### src/rtl/ccs_pkg.sv
// Package for the control-input and minimum-mode strobe block.
// Assumes a single 40 MHz processor clock and synchronous active-high reset.
package ccs_pkg;
  // ----------------------------------------
  // Timing and widths
  // ----------------------------------------
  localparam int CLK_PERIOD_NS = 25;
  localparam int RESET_MIN_CYCLES = 4;
  localparam int SYNC_STAGES = 2;
  localparam logic [15:0] RESTART_POINT = 16'hfff0;
  localparam int BUS_KIND_W = 2;
  // ----------------------------------------
  // Bus cycle kinds and bus states
  // ----------------------------------------
  typedef enum logic [1:0] {
    CCS_CYC_READ = 2'b00,
    CCS_CYC_WRITE = 2'b01,
    CCS_CYC_IACK = 2'b10
  } ccs_cyc_t;
  typedef enum logic [2:0] {
    CCS_ST_IDLE = 3'b000,
    CCS_ST_FIRST = 3'b001,
    CCS_ST_SECOND = 3'b010,
    CCS_ST_THIRD = 3'b011,
    CCS_ST_WAIT = 3'b100,
    CCS_ST_FOURTH = 3'b101
  } ccs_bus_t;
  // Bus cycle request from the execution side
  typedef struct packed {
    logic valid;
    logic ioAccess;
    ccs_cyc_t kind;
  } ccs_req_t;
  // Pin group driven by the block; each pin but irqAckStrobeN has value and enable
  typedef struct packed {
    logic ioMem;
    logic ioMemOe;
    logic writeStrobeN;
    logic writeStrobeOe;
    logic irqAckStrobeN;
  } ccs_pins_t;
endpackage

### src/rtl/ccs_sync.sv
// Two flip-flop level synchroniser for one input pin.
// Assumes the input may change at any time relative to clk.
`timescale 1ns/1ps
module ccs_sync #(
  parameter logic RESET_VALUE = 1'b0
) (
  input wire logic clk,
  input wire logic rst,
  input wire logic d,
  output logic q
);
  logic stage1;
  // First stage is read by the second stage only
  always_ff @(posedge clk) begin
    if (rst) begin
      stage1 <= RESET_VALUE;
      q <= RESET_VALUE;
    end else begin
      stage1 <= d;
      q <= stage1;
    end
  end
endmodule

### src/rtl/ccs_control.sv
// Control inputs and minimum-mode bus strobes of the processor core.
// Assumes ready comes pre-synchronised; only irq, test and nmi inputs may be asynchronous.
// ----------------------------------------
// ----------------------------------------
`timescale 1ns/1ps
module ccs_control
  import ccs_pkg::*;
(
  input wire logic clk,
  input wire logic rst,
  input wire logic transferReady,
  input wire logic maskable_irq_in,
  input wire logic testInN,
  input wire logic nmiIn,
  input wire logic mode_select_strap,
  input wire logic holdAck,
  input wire logic irqEnable,
  input wire logic instrEnd,
  input wire logic waitForTest,
  input wire logic nmiServiced,
  input wire ccs_pkg::ccs_req_t busReq,
  output ccs_pkg::ccs_pins_t pins,
  output logic minMode,
  output logic irqTake,
  output logic nmiPending,
  output logic testStall,
  output logic cycleDone,
  output logic [15:0] restartAddr,
  output logic restartGo
);
  import ccs_pkg::*;

  // ----------------------------------------
  // Input synchronisers
  // ----------------------------------------
  logic irqSync;
  logic testSync;
  logic nmiSync;
  logic nmiPrev;
  logic strapSeen;

  ccs_sync #(.RESET_VALUE(1'b0)) uIrq (
    .clk(clk), .rst(rst), .d(maskable_irq_in), .q(irqSync));
  ccs_sync #(.RESET_VALUE(1'b1)) uTest (
    .clk(clk), .rst(rst), .d(testInN), .q(testSync));
  ccs_sync #(.RESET_VALUE(1'b0)) uNmi (
    .clk(clk), .rst(rst), .d(nmiIn), .q(nmiSync));

  // ----------------------------------------
  // Interrupt and test decoding
  // ----------------------------------------
  wire nmiRise = nmiSync & ~nmiPrev;
  wire next_nmiPending = nmiRise | (nmiPending & ~nmiServiced);
  wire irqSeen = instrEnd & irqEnable & irqSync;
  wire next_testStall = waitForTest & testSync;

  // Strap is caught by a clocked process, never by the reset itself
  always_ff @(posedge clk) begin
    if (rst) begin
      nmiPrev <= 1'b0;
      nmiPending <= 1'b0;
      irqTake <= 1'b0;
      testStall <= 1'b0;
      strapSeen <= 1'b0;
      minMode <= 1'b0;
    end else begin
      nmiPrev <= nmiSync;
      nmiPending <= next_nmiPending;
      irqTake <= irqSeen;
      testStall <= next_testStall;
      strapSeen <= 1'b1;
      if (!strapSeen) begin
        minMode <= mode_select_strap;
      end
    end
  end

  // ----------------------------------------
  // Bus state sequencer
  // ----------------------------------------
  ccs_bus_t busState;
  ccs_bus_t next_busState;
  ccs_cyc_t curKind;
  logic curIo;

  wire inStrobeState = (next_busState == CCS_ST_SECOND) |
                       (next_busState == CCS_ST_THIRD) |
                       (next_busState == CCS_ST_WAIT);

  always_comb begin
    next_busState = busState;
    case (busState)
      CCS_ST_IDLE: begin
        if (busReq.valid && !holdAck) begin
          next_busState = CCS_ST_FIRST;
        end
      end
      CCS_ST_FIRST: next_busState = CCS_ST_SECOND;
      CCS_ST_SECOND: next_busState = CCS_ST_THIRD;
      CCS_ST_THIRD, CCS_ST_WAIT: begin
        // Ready low keeps the cycle in wait states
        next_busState = transferReady ? CCS_ST_FOURTH : CCS_ST_WAIT;
      end
      CCS_ST_FOURTH: begin
        next_busState = (busReq.valid && !holdAck) ? CCS_ST_FIRST
                                                   : CCS_ST_IDLE;
      end
      default: next_busState = CCS_ST_IDLE;
    endcase
  end

  wire startCycle = next_busState == CCS_ST_FIRST;
  wire next_write = inStrobeState & (curKind == CCS_CYC_WRITE) & minMode;
  wire next_iack = inStrobeState & (curKind == CCS_CYC_IACK) & minMode;
  // Status line takes the new value in the idle or fourth state before the cycle
  wire loadIo = busReq.valid &&
                (busState == CCS_ST_IDLE || busState == CCS_ST_FOURTH);

  // Reset drops any cycle in progress at once
  always_ff @(posedge clk) begin
    if (rst) begin
      busState <= CCS_ST_IDLE;
      curKind <= CCS_CYC_READ;
      curIo <= 1'b0;
    end else begin
      busState <= next_busState;
      if (startCycle) begin
        curKind <= busReq.kind;
      end
      if (loadIo) begin
        curIo <= busReq.ioAccess;
      end
    end
  end

  // ----------------------------------------
  // Output pins, all registered
  // ----------------------------------------
  always_ff @(posedge clk) begin
    if (rst) begin
      pins.ioMem <= 1'b1;
      pins.ioMemOe <= 1'b0;
      pins.writeStrobeN <= 1'b1;
      pins.writeStrobeOe <= 1'b0;
      pins.irqAckStrobeN <= 1'b1;
      cycleDone <= 1'b0;
      restartAddr <= RESTART_POINT;
      restartGo <= 1'b0;
    end else begin
      // Pins floated by hold keep a logic one so the bus-hold sees high
      pins.ioMem <= holdAck ? 1'b1 : (loadIo ? busReq.ioAccess : curIo);
      pins.ioMemOe <= ~holdAck & minMode;
      pins.writeStrobeN <= holdAck | ~next_write;
      pins.writeStrobeOe <= ~holdAck & minMode;
      pins.irqAckStrobeN <= ~next_iack;
      cycleDone <= next_busState == CCS_ST_FOURTH;
      restartAddr <= RESTART_POINT;
      restartGo <= ~strapSeen;
    end
  end

  // ----------------------------------------
  // Checks
  // ----------------------------------------
  a_wait_holds: assert property (@(posedge clk) disable iff (rst)
    (busState == CCS_ST_THIRD && !transferReady) |=> busState == CCS_ST_WAIT)
    else $error("ready low did not insert a wait state");
  a_ready_ends: assert property (@(posedge clk) disable iff (rst)
    (busState == CCS_ST_WAIT && transferReady) |=> busState == CCS_ST_FOURTH)
    else $error("ready high did not end the cycle");
  a_irq_masked: assert property (@(posedge clk) disable iff (rst)
    (instrEnd && !irqEnable) |=> !irqTake)
    else $error("masked request was taken");
  a_irq_taken: assert property (@(posedge clk) disable iff (rst)
    (instrEnd && irqEnable && irqSync) |=> irqTake)
    else $error("enabled request was missed");
  a_nmi_latch: assert property (@(posedge clk) disable iff (rst)
    (nmiSync && !$past(nmiSync)) |=> nmiPending)
    else $error("rising edge not remembered");
  a_nmi_stays: assert property (@(posedge clk) disable iff (rst)
    (nmiPending && !nmiServiced) |=> nmiPending)
    else $error("pending request lost before service");
  a_test_idle: assert property (@(posedge clk) disable iff (rst)
    (waitForTest && testSync) |=> testStall)
    else $error("idle not held with test high");
  a_write_hold: assert property (@(posedge clk) disable iff (rst)
    holdAck |=> (pins.writeStrobeN && !pins.writeStrobeOe && pins.ioMem))
    else $error("strobe driven during hold");
  a_write_states: assert property (@(posedge clk) disable iff (rst)
    (!pins.writeStrobeN) |-> (busState inside {CCS_ST_SECOND,
      CCS_ST_THIRD, CCS_ST_WAIT} && curKind == CCS_CYC_WRITE))
    else $error("write strobe outside its states");
  a_iack_states: assert property (@(posedge clk) disable iff (rst)
    (!pins.irqAckStrobeN) |-> (busState inside {CCS_ST_SECOND,
      CCS_ST_THIRD, CCS_ST_WAIT} && curKind == CCS_CYC_IACK))
    else $error("acknowledge strobe outside its states");
  a_reset_abort: assert property (@(posedge clk)
    rst |=> (busState == CCS_ST_IDLE && pins.writeStrobeN))
    else $error("reset did not abandon cycle");

  c_wait_cycle: cover property (@(posedge clk) disable iff (rst)
    busState == CCS_ST_WAIT ##1 busState == CCS_ST_FOURTH);
  c_write_cycle: cover property (@(posedge clk) disable iff (rst)
    !pins.writeStrobeN);
  c_iack_cycle: cover property (@(posedge clk) disable iff (rst)
    !pins.irqAckStrobeN);
  c_nmi_edge: cover property (@(posedge clk) disable iff (rst) nmiRise);
endmodule

### config.mk
export PLATFORM = sky130hd
export DESIGN_NAME = ccs_control
export DESIGN_NICKNAME = d
export VERILOG_FILES = /design/src/rtl/ccs_pkg.sv /design/src/rtl/ccs_sync.sv /design/src/rtl/ccs_control.sv
export SDC_FILE = /design/constraint.sdc
export NUM_CORES = 1
export LEC_CHECK = 0
export BUFFER_PORTS_ARGS = -buffer_cell sky130_fd_sc_hd__buf_2
export CAP_MARGIN = 20
export CORE_MARGIN = 1
export CORE_UTILIZATION = 45
export DETAILED_ROUTE_END_ITERATION = 6
export PLACE_DENSITY = 0.79
export SLEW_MARGIN = 20
export SYNTH_ARGS = -nofsm -noshare
export SYNTH_HDL_FRONTEND = slang
export SYNTH_SLANG_ARGS = --single-unit
### constraint.sdc
create_clock -name clk -period 1.5 [get_ports clk]
set_input_delay 0.3 -clock clk [delete_from_list [all_inputs] [get_ports clk]]
set_output_delay 0.3 -clock clk [all_outputs]
set_load 0.005 [all_outputs]
==> impl_metrics.prom, run 1 <==
# TYPE chip_impl_metric gauge
chip_impl_metric{name="design.die.area",unit="µm²"} 2310
chip_impl_metric{name="drt-wirelength-per-cell",unit="µm"} 9.79
chip_impl_info{name="crit-reg2reg-capture",value="pins[2]$_SDFF_PP1_"} 1
chip_impl_metric{name="timing_hold_violations_final",unit=""} 0
chip_impl_info{name="criticalPathCategory",value="reg -> reg"} 1
chip_impl_metric{name="timing.clock.skew",unit="ns"} 0.00447
chip_impl_metric{name="wirelength",unit="µm"} 1430
chip_impl_metric{name="comb_power_share",unit=""} 0.124
chip_impl_metric{name="postSynthCellCount",unit=""} 94
chip_impl_info{name="tritoncts",value="yes"} 1
chip_impl_metric{name="antenna_cells",unit=""} 0
chip_impl_info{name="worstReg2RegStart",value="busState[2]$_SDFF_PP0_"} 1
chip_impl_metric{name="clk_transition_reported_paths",unit="ns"} 0.12
chip_impl_metric{name="cts_buffer_depth",unit=""} 2
chip_impl_metric{name="cts-buffers-inserted",unit=""} 3
chip_impl_metric{name="drv.max_cap_violation_count",unit=""} 0
chip_impl_metric{name="worst-endpoint-required",unit="ns"} 1.68
chip_impl_metric{name="via_count",unit=""} 648
chip_impl_metric{name="post_cts_resized",unit=""} 0
chip_impl_metric{name="coreArea",unit="µm²"} 1980
chip_impl_info{name="grt_setup_unrepaired",value="no"} 1
chip_impl_metric{name="holdWs",unit="ns"} 0.181
chip_impl_metric{name="synth_sequential_area_ratio",unit=""} 0.504
chip_impl_metric{name="via_count_of_the_first_global_routing_pass",unit=""} 532
chip_impl_metric{name="r2r_setup_slk",unit="ns"} 0.24
chip_impl_metric{name="final_cell_area",unit="µm²"} 1060
chip_impl_info{name="worst_hold_path_type",value="in -> reg"} 1
chip_impl_metric{name="ys_ff_latch",unit=""} 24
chip_impl_metric{name="net-switching-power",unit="µW"} 259
chip_impl_metric{name="powerDensity",unit="nW/µm²"} 1030
chip_impl_info{name="setup.worst_path.end_class",value="register"} 1
chip_impl_metric{name="layout_worst_path_cycle_share",unit=""} 0.843
chip_impl_metric{name="design_power",unit="µW"} 1090
chip_impl_metric{name="report.final.slew_viol_count",unit=""} 0
chip_impl_metric{name="clk-insertion-delay-late",unit="ns"} 0.30
chip_impl_info{name="clockRootBuffer",value="sky130_fd_sc_hd__clkbuf_4"} 1
chip_impl_info{name="synth_area_leader_cell",value="sky130_fd_sc_hd__dfxtp_1"} 1
chip_impl_metric{name="r2r_cells",unit=""} 3
chip_impl_metric{name="drtIter0Drc",unit=""} 2
chip_impl_metric{name="period_needed",unit="ns"} 1.26
chip_impl_metric{name="finalSetupViolations",unit=""} 0
chip_impl_metric{name="drc",unit=""} 0
chip_impl_metric{name="starting_density_of_the_core",unit=""} 0.481
chip_impl_metric{name="grt_start_max_net_pins",unit=""} 13
chip_impl_metric{name="areaGrowthSynthToFinish",unit="%"} 11.5
chip_impl_info{name="worst_path_dominant_cell_family",value="flip-flops"} 1
chip_impl_info{name="startpoint_type",value="register"} 1
chip_impl_metric{name="critical_path.n_buffers_inverters",unit=""} 0
chip_impl_metric{name="global_route.overflow_total",unit=""} 0
chip_impl_metric{name="dpl_cell_area",unit="µm²"} 1040
chip_impl_metric{name="gr-usage-all-layers",unit=""} 0.141
chip_impl_metric{name="critPathMaxFanout",unit=""} 6
chip_impl_metric{name="part_of_the_total_power_dissipated_in_sequential_elements",unit=""} 0.638
chip_impl_metric{name="dr.pass1.iters",unit=""} 4
chip_impl_info{name="hold_path.startpoint",value="testInN"} 1
chip_impl_metric{name="cts.htree.levels",unit=""} 1
chip_impl_metric{name="p_int",unit="µW"} 831
chip_impl_metric{name="postCtsSetupRepairBufs",unit=""} 0
chip_impl_metric{name="dieWidth",unit="µm"} 48.0
chip_impl_info{name="crit_path_max_delay_cell_type",value="sky130_fd_sc_hd__dfxtp_1"} 1
chip_impl_metric{name="hold_depth",unit=""} 2
chip_impl_metric{name="grt_antenna_before_repair",unit=""} 0
chip_impl_metric{name="fin_tns_setup",unit="ns"} 0
chip_impl_metric{name="synth.avg_cell_area",unit="µm²"} 10.1
chip_impl_metric{name="achievable-frequency",unit="MHz"} 791
chip_impl_metric{name="gp_congestion",unit=""} 0.704
chip_impl_metric{name="warning_count_from_the_yosys_run",unit=""} 0
chip_impl_metric{name="synth.top_cell.area_share",unit=""} 0.504
chip_impl_metric{name="drtAntennaViolNets",unit=""} 0
chip_impl_metric{name="ir_worst_vdd",unit="mV"} 0.503
chip_impl_metric{name="netlist_area",unit="µm²"} 953
chip_impl_metric{name="die_y",unit="µm"} 48.0
chip_impl_metric{name="half_perimeter_wire_length_after_detailed_placement",unit="µm"} 1120
chip_impl_info{name="crit_path_cell_trace",value="or3b_1 -> a21oi_1 -> o2111ai_1"} 1
chip_impl_metric{name="io_buffer_count",unit=""} 26
chip_impl_metric{name="synth_cell_type_count",unit=""} 29
chip_impl_metric{name="power_switching_share",unit=""} 0.238
chip_impl_metric{name="share_clk_of_total_power",unit=""} 0.238
chip_impl_metric{name="boundaryPins",unit=""} 43
chip_impl_metric{name="crit_path_max_incr_delay",unit="ns"} 0.43
chip_impl_metric{name="drt-vias-per-instance",unit=""} 4.44
chip_impl_metric{name="final_net_count",unit=""} 137
chip_impl_metric{name="nFillCells",unit=""} 195
chip_impl_metric{name="share_of_post_route_cells_with_drive_strength_above_1",unit=""} 0.286
chip_impl_metric{name="power.leakage",unit="µW"} 0.000492
chip_impl_info{name="timing.hold.worst_endpoint",value="uTest.stage1$_SDFF_PP1_"} 1
chip_impl_info{name="outcome",value="finished, final reports clean"} 1
chip_impl_metric{name="clock_sinks",unit=""} 24
chip_impl_metric{name="global_route_wire_length_before_repair",unit="µm"} 2130
chip_impl_info{name="ys_top_cells_by_area",value="sky130_fd_sc_hd__dfxtp_1 50%, sky130_fd_sc_hd__buf_4 13%, sky130_fd_sc_hd__mux2i_1 5.2%"} 1
chip_impl_metric{name="cts-hold-fix-buffers",unit=""} 0
chip_impl_metric{name="cp.arrival",unit="ns"} 1.45
chip_impl_metric{name="number_of_placement_rows",unit=""} 16
-- synth_stat cells --
library cell,number
sky130_fd_sc_hd__a21oi_1,3
sky130_fd_sc_hd__a21oi_2,1
sky130_fd_sc_hd__and3_1,1
sky130_fd_sc_hd__and4_1,1
sky130_fd_sc_hd__buf_4,17
sky130_fd_sc_hd__clkbuf_1,1
sky130_fd_sc_hd__clkbuf_2,1
sky130_fd_sc_hd__clkinv_1,1
sky130_fd_sc_hd__conb_1,2
sky130_fd_sc_hd__dfxtp_1,24
sky130_fd_sc_hd__inv_1,2
sky130_fd_sc_hd__mux2i_1,5
sky130_fd_sc_hd__nand2_1,5
sky130_fd_sc_hd__nand2b_1,3
sky130_fd_sc_hd__nand3b_1,1
sky130_fd_sc_hd__nor2_1,4
sky130_fd_sc_hd__nor2b_1,5
sky130_fd_sc_hd__nor3_1,3
sky130_fd_sc_hd__nor3b_1,3
sky130_fd_sc_hd__nor4b_4,1
sky130_fd_sc_hd__o2111ai_1,1
sky130_fd_sc_hd__o21a_1,1
sky130_fd_sc_hd__o21ai_0,1
sky130_fd_sc_hd__o31a_1,1
sky130_fd_sc_hd__or2_2,2
sky130_fd_sc_hd__or2b_1,1
sky130_fd_sc_hd__or3b_1,1
sky130_fd_sc_hd__xnor2_1,1
sky130_fd_sc_hd__xor2_1,1
-- per-stage QoR --
| stage | cells | util | worst slack [ns] |
|---|---|---|---|
| final | 146 | 0.537 | 0.236 |
| after global routing | 146 | 0.537 | 0.0620 |
| after CTS | 146 | 0.537 | 0.229 |
| after detailed placement | 143 | 0.525 | 0.251 |
| after global placement | 143 | 0.525 | 0.284 |
| after floorplan | 108 | - | 0.325 |
-- cell usage in the layout (no fill, tap or decap), types with 3 or more instances in the layout --
| cell | netlist | layout |
|---|---|---|
| sky130_fd_sc_hd__a21oi_1 | 3 | 3 |
| sky130_fd_sc_hd__buf_2 | 0 | 26 |
| sky130_fd_sc_hd__clkbuf_4 | 0 | 3 |
| sky130_fd_sc_hd__conb_1 | 2 | 16 |
| sky130_fd_sc_hd__dfxtp_1 | 24 | 24 |
| sky130_fd_sc_hd__mux2i_1 | 5 | 5 |
| sky130_fd_sc_hd__nand2_1 | 5 | 5 |
| sky130_fd_sc_hd__nand2b_1 | 3 | 3 |
| sky130_fd_sc_hd__nor2_1 | 4 | 4 |
| sky130_fd_sc_hd__nor2b_1 | 5 | 5 |
| sky130_fd_sc_hd__nor3_1 | 3 | 3 |
| sky130_fd_sc_hd__nor3b_1 | 3 | 3 |
-- state kept, by name, indices dropped and copies added (netlist names) --
name / cells
restartGo: 1
uNmi.stage1: 1
cycleDone: 1
minMode: 1
uTest.stage1: 1
busState: 3
testStall: 1
nmiPending: 1
nmiPrev: 1
curKind: 2
pins: 4
uIrq.q: 1
irqTake: 1
curIo: 1
strapSeen: 1
uTest.q: 1
uNmi.q: 1
uIrq.stage1: 1
-- worst max path at each step --
stage / start / to / slack, ns / cells after the start
2_1_floorplan: busState[1]$_SDFF_PP0_ / pins[2]$_SDFF_PP1_ / 0.33 / 3
3_3_place_gp: busState[1]$_SDFF_PP0_ / pins[2]$_SDFF_PP1_ / 0.28 / 3
3_5_place_dp: busState[2]$_SDFF_PP0_ / pins[2]$_SDFF_PP1_ / 0.25 / 3
4_1_cts: busState[0]$_SDFF_PP0_ / curIo$_SDFF_PP0_ / 0.23 / 3
5_1_grt: busState[0]$_SDFF_PP0_ / curIo$_SDFF_PP0_ / 0.06 / 3
6_report: busState[2]$_SDFF_PP0_ / pins[2]$_SDFF_PP1_ / 0.24 / 3
-- area by class of cell --
cell class	count	area, µm²	area share
Timing Repair Buffer	27	138	0.129
Clock buffer	3	22.5	0.0212
Tap cell	27	33.8	0.0318
Multi-Input combinational cell	62	378	0.355
Sequential cell	24	480	0.452
Inverter	3	11.3	0.0106
-- layer usage --
metal  global-route usage  part of all wire
met3               0.0226             0.064
met2                0.214              0.47
met5                    0                 0
met4                0.133             0.039
met1                0.167              0.43
-- power by group through the flow --
stage                     combinational [µW]  clock (µW)  sequential (µW)
after floorplan                          120           0              707
after global placement                   132           0              708
after detailed placement                 135           0              710
after CTS                                136         276              696
after global routing                     158         305              701
final                                    135         260              695
-- logic make-up (layout without fill, tap and decap cells) --
| logic type | after synthesis | after routing | share of synthesized area |
|---|---|---|---|
| flops | 24 | 24 | 0.504 |
| simple gates | 31 | 31 | 0.206 |
| buf+inv | 22 | 33 | 0.155 |
| mux | 5 | 5 | 0.0525 |
| compound gates | 8 | 8 | 0.0564 |
| xor+xnor | 2 | 2 | 0.0184 |
| other cells | 2 | 16 | 0.00788 |
(Power assumes the default switching activity.)
==> inputs of run 2 (changes only) <==
Settings changed: CORE_UTILIZATION 45 to 40, PLACE_DENSITY 0.79 to 0.74.
Clock period 1.5 ns to 1.11 ns, I/O delays scaled along.
==> run 2 against run 1 <==
Effect of this change:
- the run now ends with setup timing left
- sequential power up 36%
- final cell count is 5.5% higher
- first-iteration DRC count grew to 2.5 times the previous value
- non-clock buffer count is 6 higher
- total power grew 66%
- clock skew about the same
- wire length is 15% higher
- via count increased by 4.9%
- clock-buffer cell count did not move
- maximum frequency up 3.3%
- combinational power is 76% higher
- largest cell class unchanged
- largest power group unchanged
==> impl_metrics.prom, run 2 (synthesis gave the netlist of run 1 again) <==
# TYPE chip_impl_metric gauge
chip_impl_metric{name="global_route_wire_length_before_repair",unit="µm"} 2500
chip_impl_info{name="grt_setup_unrepaired",value="yes"} 1
chip_impl_metric{name="drtIter0Drc",unit=""} 5
chip_impl_metric{name="timing_hold_violations_final",unit=""} 0
chip_impl_metric{name="half_perimeter_wire_length_after_detailed_placement",unit="µm"} 1240
chip_impl_metric{name="dr.pass1.iters",unit=""} 2
chip_impl_info{name="crit_path_max_delay_cell_type",value="sky130_fd_sc_hd__or3b_4"} 1
chip_impl_metric{name="powerDensity",unit="nW/µm²"} 1510
chip_impl_metric{name="period_needed",unit="ns"} 1.22
chip_impl_metric{name="final_net_count",unit=""} 143
chip_impl_info{name="clockRootBuffer",value="sky130_fd_sc_hd__clkbuf_4"} 1
chip_impl_info{name="worst_path_dominant_cell_family",value="simple AND/OR/NAND/NOR gates"} 1
chip_impl_metric{name="grt_antenna_before_repair",unit=""} 0
chip_impl_metric{name="critPathMaxFanout",unit=""} 4
chip_impl_metric{name="via_count_of_the_first_global_routing_pass",unit=""} 643
chip_impl_info{name="layout_common_cells",value="26 x sky130_fd_sc_hd__buf_2, 20 x sky130_fd_sc_hd__dfxtp_1, 16 x sky130_fd_sc_hd__conb_1"} 1
chip_impl_metric{name="grt_start_max_net_pins",unit=""} 15
chip_impl_metric{name="clock_sinks",unit=""} 24
chip_impl_metric{name="drv.max_cap_violation_count",unit=""} 0
chip_impl_metric{name="wirelength",unit="µm"} 1640
chip_impl_metric{name="post_layout_nonfiller_instances",unit=""} 154
chip_impl_metric{name="cp.arrival",unit="ns"} 1.42
chip_impl_info{name="outcome",value="complete, but fails checks"} 1
chip_impl_metric{name="dieWidth",unit="µm"} 50.8
chip_impl_info{name="final_common_cell",value="sky130_fd_sc_hd__buf_2"} 1
chip_impl_metric{name="gr-usage-all-layers",unit=""} 0.136
chip_impl_metric{name="report.final.slew_viol_count",unit=""} 0
chip_impl_metric{name="die_y",unit="µm"} 50.8
chip_impl_metric{name="critical_path.n_buffers_inverters",unit=""} 0
chip_impl_metric{name="timing.clock.skew",unit="ns"} 0.00427
chip_impl_metric{name="ir_worst_vdd",unit="mV"} 0.719
chip_impl_metric{name="cts-hold-fix-buffers",unit=""} 0
chip_impl_info{name="startpoint_type",value="register"} 1
chip_impl_metric{name="drtAntennaViolNets",unit=""} 0
chip_impl_info{name="crit_path_cell_trace",value="or3b_4 -> a21oi_4 -> o2111ai_1"} 1
chip_impl_metric{name="cts_buffer_depth",unit=""} 2
chip_impl_metric{name="crit_path_max_incr_delay",unit="ns"} 0.43
chip_impl_metric{name="finish.utilization",unit=""} 0.534
chip_impl_info{name="hold_path.startpoint",value="testInN"} 1
chip_impl_metric{name="worst-endpoint-required",unit="ns"} 1.30
chip_impl_metric{name="coreArea",unit="µm²"} 2230
chip_impl_info{name="criticalPathCategory",value="reg -> reg"} 1
chip_impl_metric{name="nFillCells",unit=""} 211
chip_impl_metric{name="achievable-frequency",unit="MHz"} 817
chip_impl_info{name="violations",value="setup timing"} 1
chip_impl_info{name="critPathLaunch",value="busState[2]$_SDFF_PP0_"} 1
chip_impl_metric{name="number_of_placement_rows",unit=""} 17
chip_impl_info{name="setup.worst_path.end_class",value="register"} 1
chip_impl_metric{name="power.leakage",unit="µW"} 0.000545
chip_impl_metric{name="finalSetupViolations",unit=""} 8
chip_impl_metric{name="share_of_post_route_cells_with_drive_strength_above_1",unit=""} 0.389
chip_impl_metric{name="starting_density_of_the_core",unit=""} 0.427
chip_impl_metric{name="layout_setup_ws",unit="ns"} -0.114
chip_impl_metric{name="cts.htree.levels",unit=""} 1
chip_impl_metric{name="gp_congestion",unit=""} 0.896
chip_impl_metric{name="global_route.overflow_total",unit=""} 0
chip_impl_metric{name="cts-buffers-inserted",unit=""} 3
chip_impl_metric{name="layout_worst_path_cycle_share",unit=""} 1.10
chip_impl_metric{name="drt-wirelength-per-cell",unit="µm"} 10.6
chip_impl_metric{name="drc",unit=""} 0
chip_impl_metric{name="antenna_cells",unit=""} 0
chip_impl_metric{name="clk-insertion-delay-late",unit="ns"} 0.32
chip_impl_metric{name="clk_transition_reported_paths",unit="ns"} 0.13
chip_impl_metric{name="via_count",unit=""} 680
chip_impl_metric{name="boundaryPins",unit=""} 43
chip_impl_metric{name="design.die.area",unit="µm²"} 2580
chip_impl_info{name="top_regs",value="pins x4, busState x3, curKind x2"} 1
chip_impl_info{name="regMostFlops",value="pins"} 1
chip_impl_info{name="tritoncts",value="yes"} 1
chip_impl_metric{name="pre_cts_slack",unit="ns"} -0.110
chip_impl_metric{name="areaGrowthSynthToFinish",unit="%"} 25.2
chip_impl_metric{name="largest_register_ff_count",unit=""} 4
chip_impl_info{name="worstReg2RegStart",value="busState[2]$_SDFF_PP0_"} 1
chip_impl_metric{name="fin_tns_setup",unit="ns"} -0.632
chip_impl_info{name="worst_hold_path_type",value="in -> reg"} 1
chip_impl_metric{name="drt-vias-per-instance",unit=""} 4.42
chip_impl_metric{name="place_inst",unit=""} 149
chip_impl_metric{name="io_buffer_count",unit=""} 26
==> run 2: path summary, 6_finish.rpt <==
| kind | end | slack [ns] | cells past startpoint |
|---|---|---|---|
| worst max-delay path | pins[2]$_SDFF_PP1_ | -0.11 | 3 |
| worst min-delay path | uTest.stage1$_SDFF_PP1_ | 0.07 | 2 |
| worst max register to register | pins[2]$_SDFF_PP1_ | -0.11 | 3 |
| worst min register to register | uTest.q$_SDFF_PP1_ | 0.42 | 1 |
==> run 2: power breakdown <==
group	internal, µW	leakage, µW	switching [µW]
sequential	909	0.000199	36.7
clock	365	0.0000279	259
combinational	123	0.000317	114
total	1400	0.000545	409
==> run 2: what timing repair did <==
| action | in CTS | in global routing |
|---|---|---|
| setup endpoints to repair | 8 | 9 |
| resized for setup | 2 | 8 |
| pin swaps | 1 | 2 |
| buffers inserted | 1 | 0 |
==> run 2: layer usage <==
metal,share of wire,vias up,track usage,wire (µm)
met3,0.042,7,0.0208,68
met1,0.39,309,0.138,631
met4,0.042,0,0.144,68
met2,0.53,26,0.227,870
met5,0,-,0,0
li1,-,338,-,-
==> run 2: layout make-up <==
cell class | instances | area, µm² | area share
sequential | 24 | 490 | 0.411
clock inverter | 1 | 30.0 | 0.0252
tap | 28 | 35.0 | 0.0294
inverter | 3 | 11.3 | 0.00943
clock buffer | 3 | 22.5 | 0.0189
timing repair buffer | 33 | 183 | 0.153
multi-input combinational | 62 | 422 | 0.353
==> run 2: metrics by stage <==
| step | hold slack (ns) | power [µW] | cell area, µm² |
|---|---|---|---|
| final | 0.0716 | 1810 | 1190 |
| after global routing | 0.0641 | 1890 | 1190 |
| after detailed placement | 0.394 | 1170 | 1090 |
| after global placement | 0.399 | 1160 | 1090 |
| after floorplan | 0.311 | 1130 | 1020 |
| after CTS | 0.0620 | 1800 | 1160 |
==> inputs of run 3 (changes only) <==
Settings changed: BUFFER_PORTS_ARGS -buffer_cell sky130_fd_sc_hd__buf_2 to -buffer_cell sky130_fd_sc_hd__buf_4.
==> run 3 against run 2 <==
Effect of this change:
- the run still ends with setup timing left
- total power decreased by 0.96%
- design area increased by 1.6%
- wire length decreased by 3.7%
- register-to-register slack about the same
- setup slack improved by 0.0082 ns
- clock skew about the same
- worst hold slack improved by 0.029 ns
- via count decreased by 2.1%
- maximum frequency increased by 0.68%
==> impl_metrics.prom, run 3 (synthesis gave the netlist of run 1 again) <==
# TYPE chip_impl_metric gauge
chip_impl_metric{name="cts-hold-fix-buffers",unit=""} 0
chip_impl_info{name="final_common_cell",value="sky130_fd_sc_hd__buf_4"} 1
chip_impl_metric{name="global_route_wire_length_before_repair",unit="µm"} 2440
chip_impl_metric{name="wirelength",unit="µm"} 1580
chip_impl_metric{name="layout_setup_ws",unit="ns"} -0.105
chip_impl_info{name="grt_setup_unrepaired",value="yes"} 1
chip_impl_info{name="crit_path_cell_trace",value="xor2_2 -> nor4b_4 -> buf_4 -> mux2i_1"} 1
chip_impl_info{name="clockRootBuffer",value="sky130_fd_sc_hd__clkbuf_4"} 1
chip_impl_info{name="violations",value="setup timing"} 1
chip_impl_metric{name="final_net_count",unit=""} 141
chip_impl_metric{name="powerDensity",unit="nW/µm²"} 1480
chip_impl_metric{name="boundaryPins",unit=""} 43
chip_impl_metric{name="antenna_cells",unit=""} 0
chip_impl_metric{name="drt-vias-per-instance",unit=""} 4.38
chip_impl_metric{name="drtAntennaViolNets",unit=""} 0
chip_impl_metric{name="drc",unit=""} 0
chip_impl_info{name="startpoint_type",value="register"} 1
chip_impl_metric{name="grt_start_max_net_pins",unit=""} 15
chip_impl_metric{name="report.final.slew_viol_count",unit=""} 0
chip_impl_info{name="crit_path_max_delay_cell_type",value="sky130_fd_sc_hd__dfxtp_4"} 1
chip_impl_metric{name="finalSetupViolations",unit=""} 8
chip_impl_metric{name="drtIter0Drc",unit=""} 1
chip_impl_metric{name="areaGrowthSynthToFinish",unit="%"} 27.2
chip_impl_metric{name="clk_transition_reported_paths",unit="ns"} 0.12
chip_impl_info{name="worst_hold_path_type",value="in -> reg"} 1
chip_impl_metric{name="part_of_the_total_power_dissipated_in_sequential_elements",unit=""} 0.527
chip_impl_info{name="outcome",value="complete, but fails checks"} 1
chip_impl_metric{name="gp_congestion",unit=""} 0.847
chip_impl_metric{name="p_int",unit="µW"} 1410
chip_impl_metric{name="dr.pass1.iters",unit=""} 2
chip_impl_metric{name="layout_worst_path_cycle_share",unit=""} 1.09
chip_impl_metric{name="clock_sinks",unit=""} 24
chip_impl_metric{name="starting_density_of_the_core",unit=""} 0.427
chip_impl_info{name="setup.worst_path.end_class",value="register"} 1
chip_impl_metric{name="via_count_of_the_first_global_routing_pass",unit=""} 589
chip_impl_metric{name="cts-buffers-inserted",unit=""} 3
chip_impl_metric{name="half_perimeter_wire_length_after_detailed_placement",unit="µm"} 1210
chip_impl_metric{name="comb_power_share",unit=""} 0.133
chip_impl_metric{name="ir_worst_vdd",unit="mV"} 0.828
chip_impl_metric{name="period_needed",unit="ns"} 1.22
chip_impl_info{name="regMostFlops",value="pins"} 1
chip_impl_metric{name="power.leakage",unit="µW"} 0.000551
chip_impl_info{name="layout_common_cells",value="31 x sky130_fd_sc_hd__buf_4, 21 x sky130_fd_sc_hd__dfxtp_1, 16 x sky130_fd_sc_hd__conb_1"} 1
chip_impl_metric{name="drv.max_cap_violation_count",unit=""} 0
chip_impl_metric{name="io_buffer_count",unit=""} 26
chip_impl_metric{name="share_of_post_route_cells_with_drive_strength_above_1",unit=""} 0.363
chip_impl_metric{name="gr-usage-all-layers",unit=""} 0.126
chip_impl_metric{name="dieWidth",unit="µm"} 50.8
chip_impl_metric{name="clk-insertion-delay-late",unit="ns"} 0.30
chip_impl_metric{name="achievable-frequency",unit="MHz"} 823
chip_impl_metric{name="via_count",unit=""} 666
chip_impl_metric{name="cp.arrival",unit="ns"} 1.45
chip_impl_metric{name="share_clk_of_total_power",unit=""} 0.340
chip_impl_metric{name="drt-wirelength-per-cell",unit="µm"} 10.4
chip_impl_metric{name="finish.utilization",unit=""} 0.543
chip_impl_metric{name="die_y",unit="µm"} 50.8
chip_impl_metric{name="dpl_cell_area",unit="µm²"} 1140
chip_impl_metric{name="final_cell_area",unit="µm²"} 1210
chip_impl_metric{name="design.die.area",unit="µm²"} 2580
chip_impl_metric{name="cts.htree.levels",unit=""} 1
chip_impl_metric{name="timing.clock.skew",unit="ns"} 0.00394
chip_impl_metric{name="coreArea",unit="µm²"} 2230
chip_impl_metric{name="timing_hold_violations_final",unit=""} 0
chip_impl_metric{name="holdWs",unit="ns"} 0.101
chip_impl_metric{name="worst-endpoint-required",unit="ns"} 1.34
chip_impl_metric{name="global_route.overflow_total",unit=""} 0
chip_impl_info{name="top_regs",value="pins x4, busState x3, curKind x2"} 1
chip_impl_metric{name="power_switching_share",unit=""} 0.214
chip_impl_metric{name="pre_cts_slack",unit="ns"} -0.0943
chip_impl_metric{name="grt_antenna_before_repair",unit=""} 0
chip_impl_metric{name="number_of_placement_rows",unit=""} 17
chip_impl_metric{name="design_power",unit="µW"} 1790
chip_impl_metric{name="cts_buffer_depth",unit=""} 2
chip_impl_info{name="tritoncts",value="yes"} 1
chip_impl_metric{name="net-switching-power",unit="µW"} 383
chip_impl_metric{name="critPathMaxFanout",unit=""} 4
chip_impl_metric{name="largest_register_ff_count",unit=""} 4
chip_impl_info{name="criticalPathCategory",value="reg -> reg"} 1
chip_impl_metric{name="crit_path_max_incr_delay",unit="ns"} 0.38
[run 3: cell types whose count changed in the layout (fill, tap and decap cells not counted), moves of 2 or more]
cell | previous run | this run
sky130_fd_sc_hd__a21oi_4 | 2 | 0
sky130_fd_sc_hd__buf_4 | 7 | 31
sky130_fd_sc_hd__buf_2 | 26 | 0
sky130_fd_sc_hd__a21oi_2 | 0 | 2
[run 3: path summary, 6_finish.rpt]
path | from | slack (ns) | depth (start not counted) | end
worst min register to register | strapSeen$_DFF_P_ | 0.45 | 1 | restartGo$_SDFF_PP0_
worst max-delay path | busState[2]$_SDFF_PP0_ | -0.11 | 4 | curKind[0]$_SDFFE_PP0N_
worst min-delay path | testInN | 0.10 | 2 | uTest.stage1$_SDFF_PP1_
worst max register to register | busState[2]$_SDFF_PP0_ | -0.11 | 4 | curKind[0]$_SDFFE_PP0N_
[run 3: layout make-up]
cell class / count / area, µm²
well taps: 28 / 35.0
fillers: 205 / 1020
multi-input cells: 62 / 392
repair buffers: 31 / 233
inverters: 3 / 11.3
flip-flops and latches: 24 / 489
clock buffers: 3 / 22.5
clock inverters: 1 / 30.0
[run 3: through the flow]
step / setup TNS, ns / cells
global route: -0.828 / 152
floorplan: -0.0557 / 108
CTS: -0.473 / 152
finish: -0.409 / 152
detailed placement: -0.366 / 147
global placement: -0.189 / 147
[run 3: critical path: cells and delay by family, from the launching register on]
family                    cells  cell delay, ns
buffers and inverters         1            0.18
and+or+nand+nor               1            0.20
DFF                           1            0.38
muxes                         1            0.20
xor gates and xnor gates      1            0.19
[run 3: power groups by stage]
| stage | clock, µW | combinational [µW] | sequential [µW] |
|---|---|---|---|
| after detailed placement | 0 | 232 | 960 |
| after global routing | 665 | 262 | 946 |
| after floorplan | 0 | 167 | 958 |
| after CTS | 624 | 240 | 944 |
| final | 609 | 238 | 942 |
| after global placement | 0 | 226 | 957 |
[run 3: metal layers]
metal,global-route usage,part of all wire,vias up
li1,-,-,332
met1,0.143,0.43,301
met2,0.211,0.49,27
met3,0.0298,0.045,6
met4,0.0833,0.037,0
met5,0,0,-
[run 3: timing repair]
item | CTS | global route
setup buffers | 1 | 0
gates resized for setup | 2 | 2
setup endpoints to repair | 8 | 8
pin swaps | 1 | 1
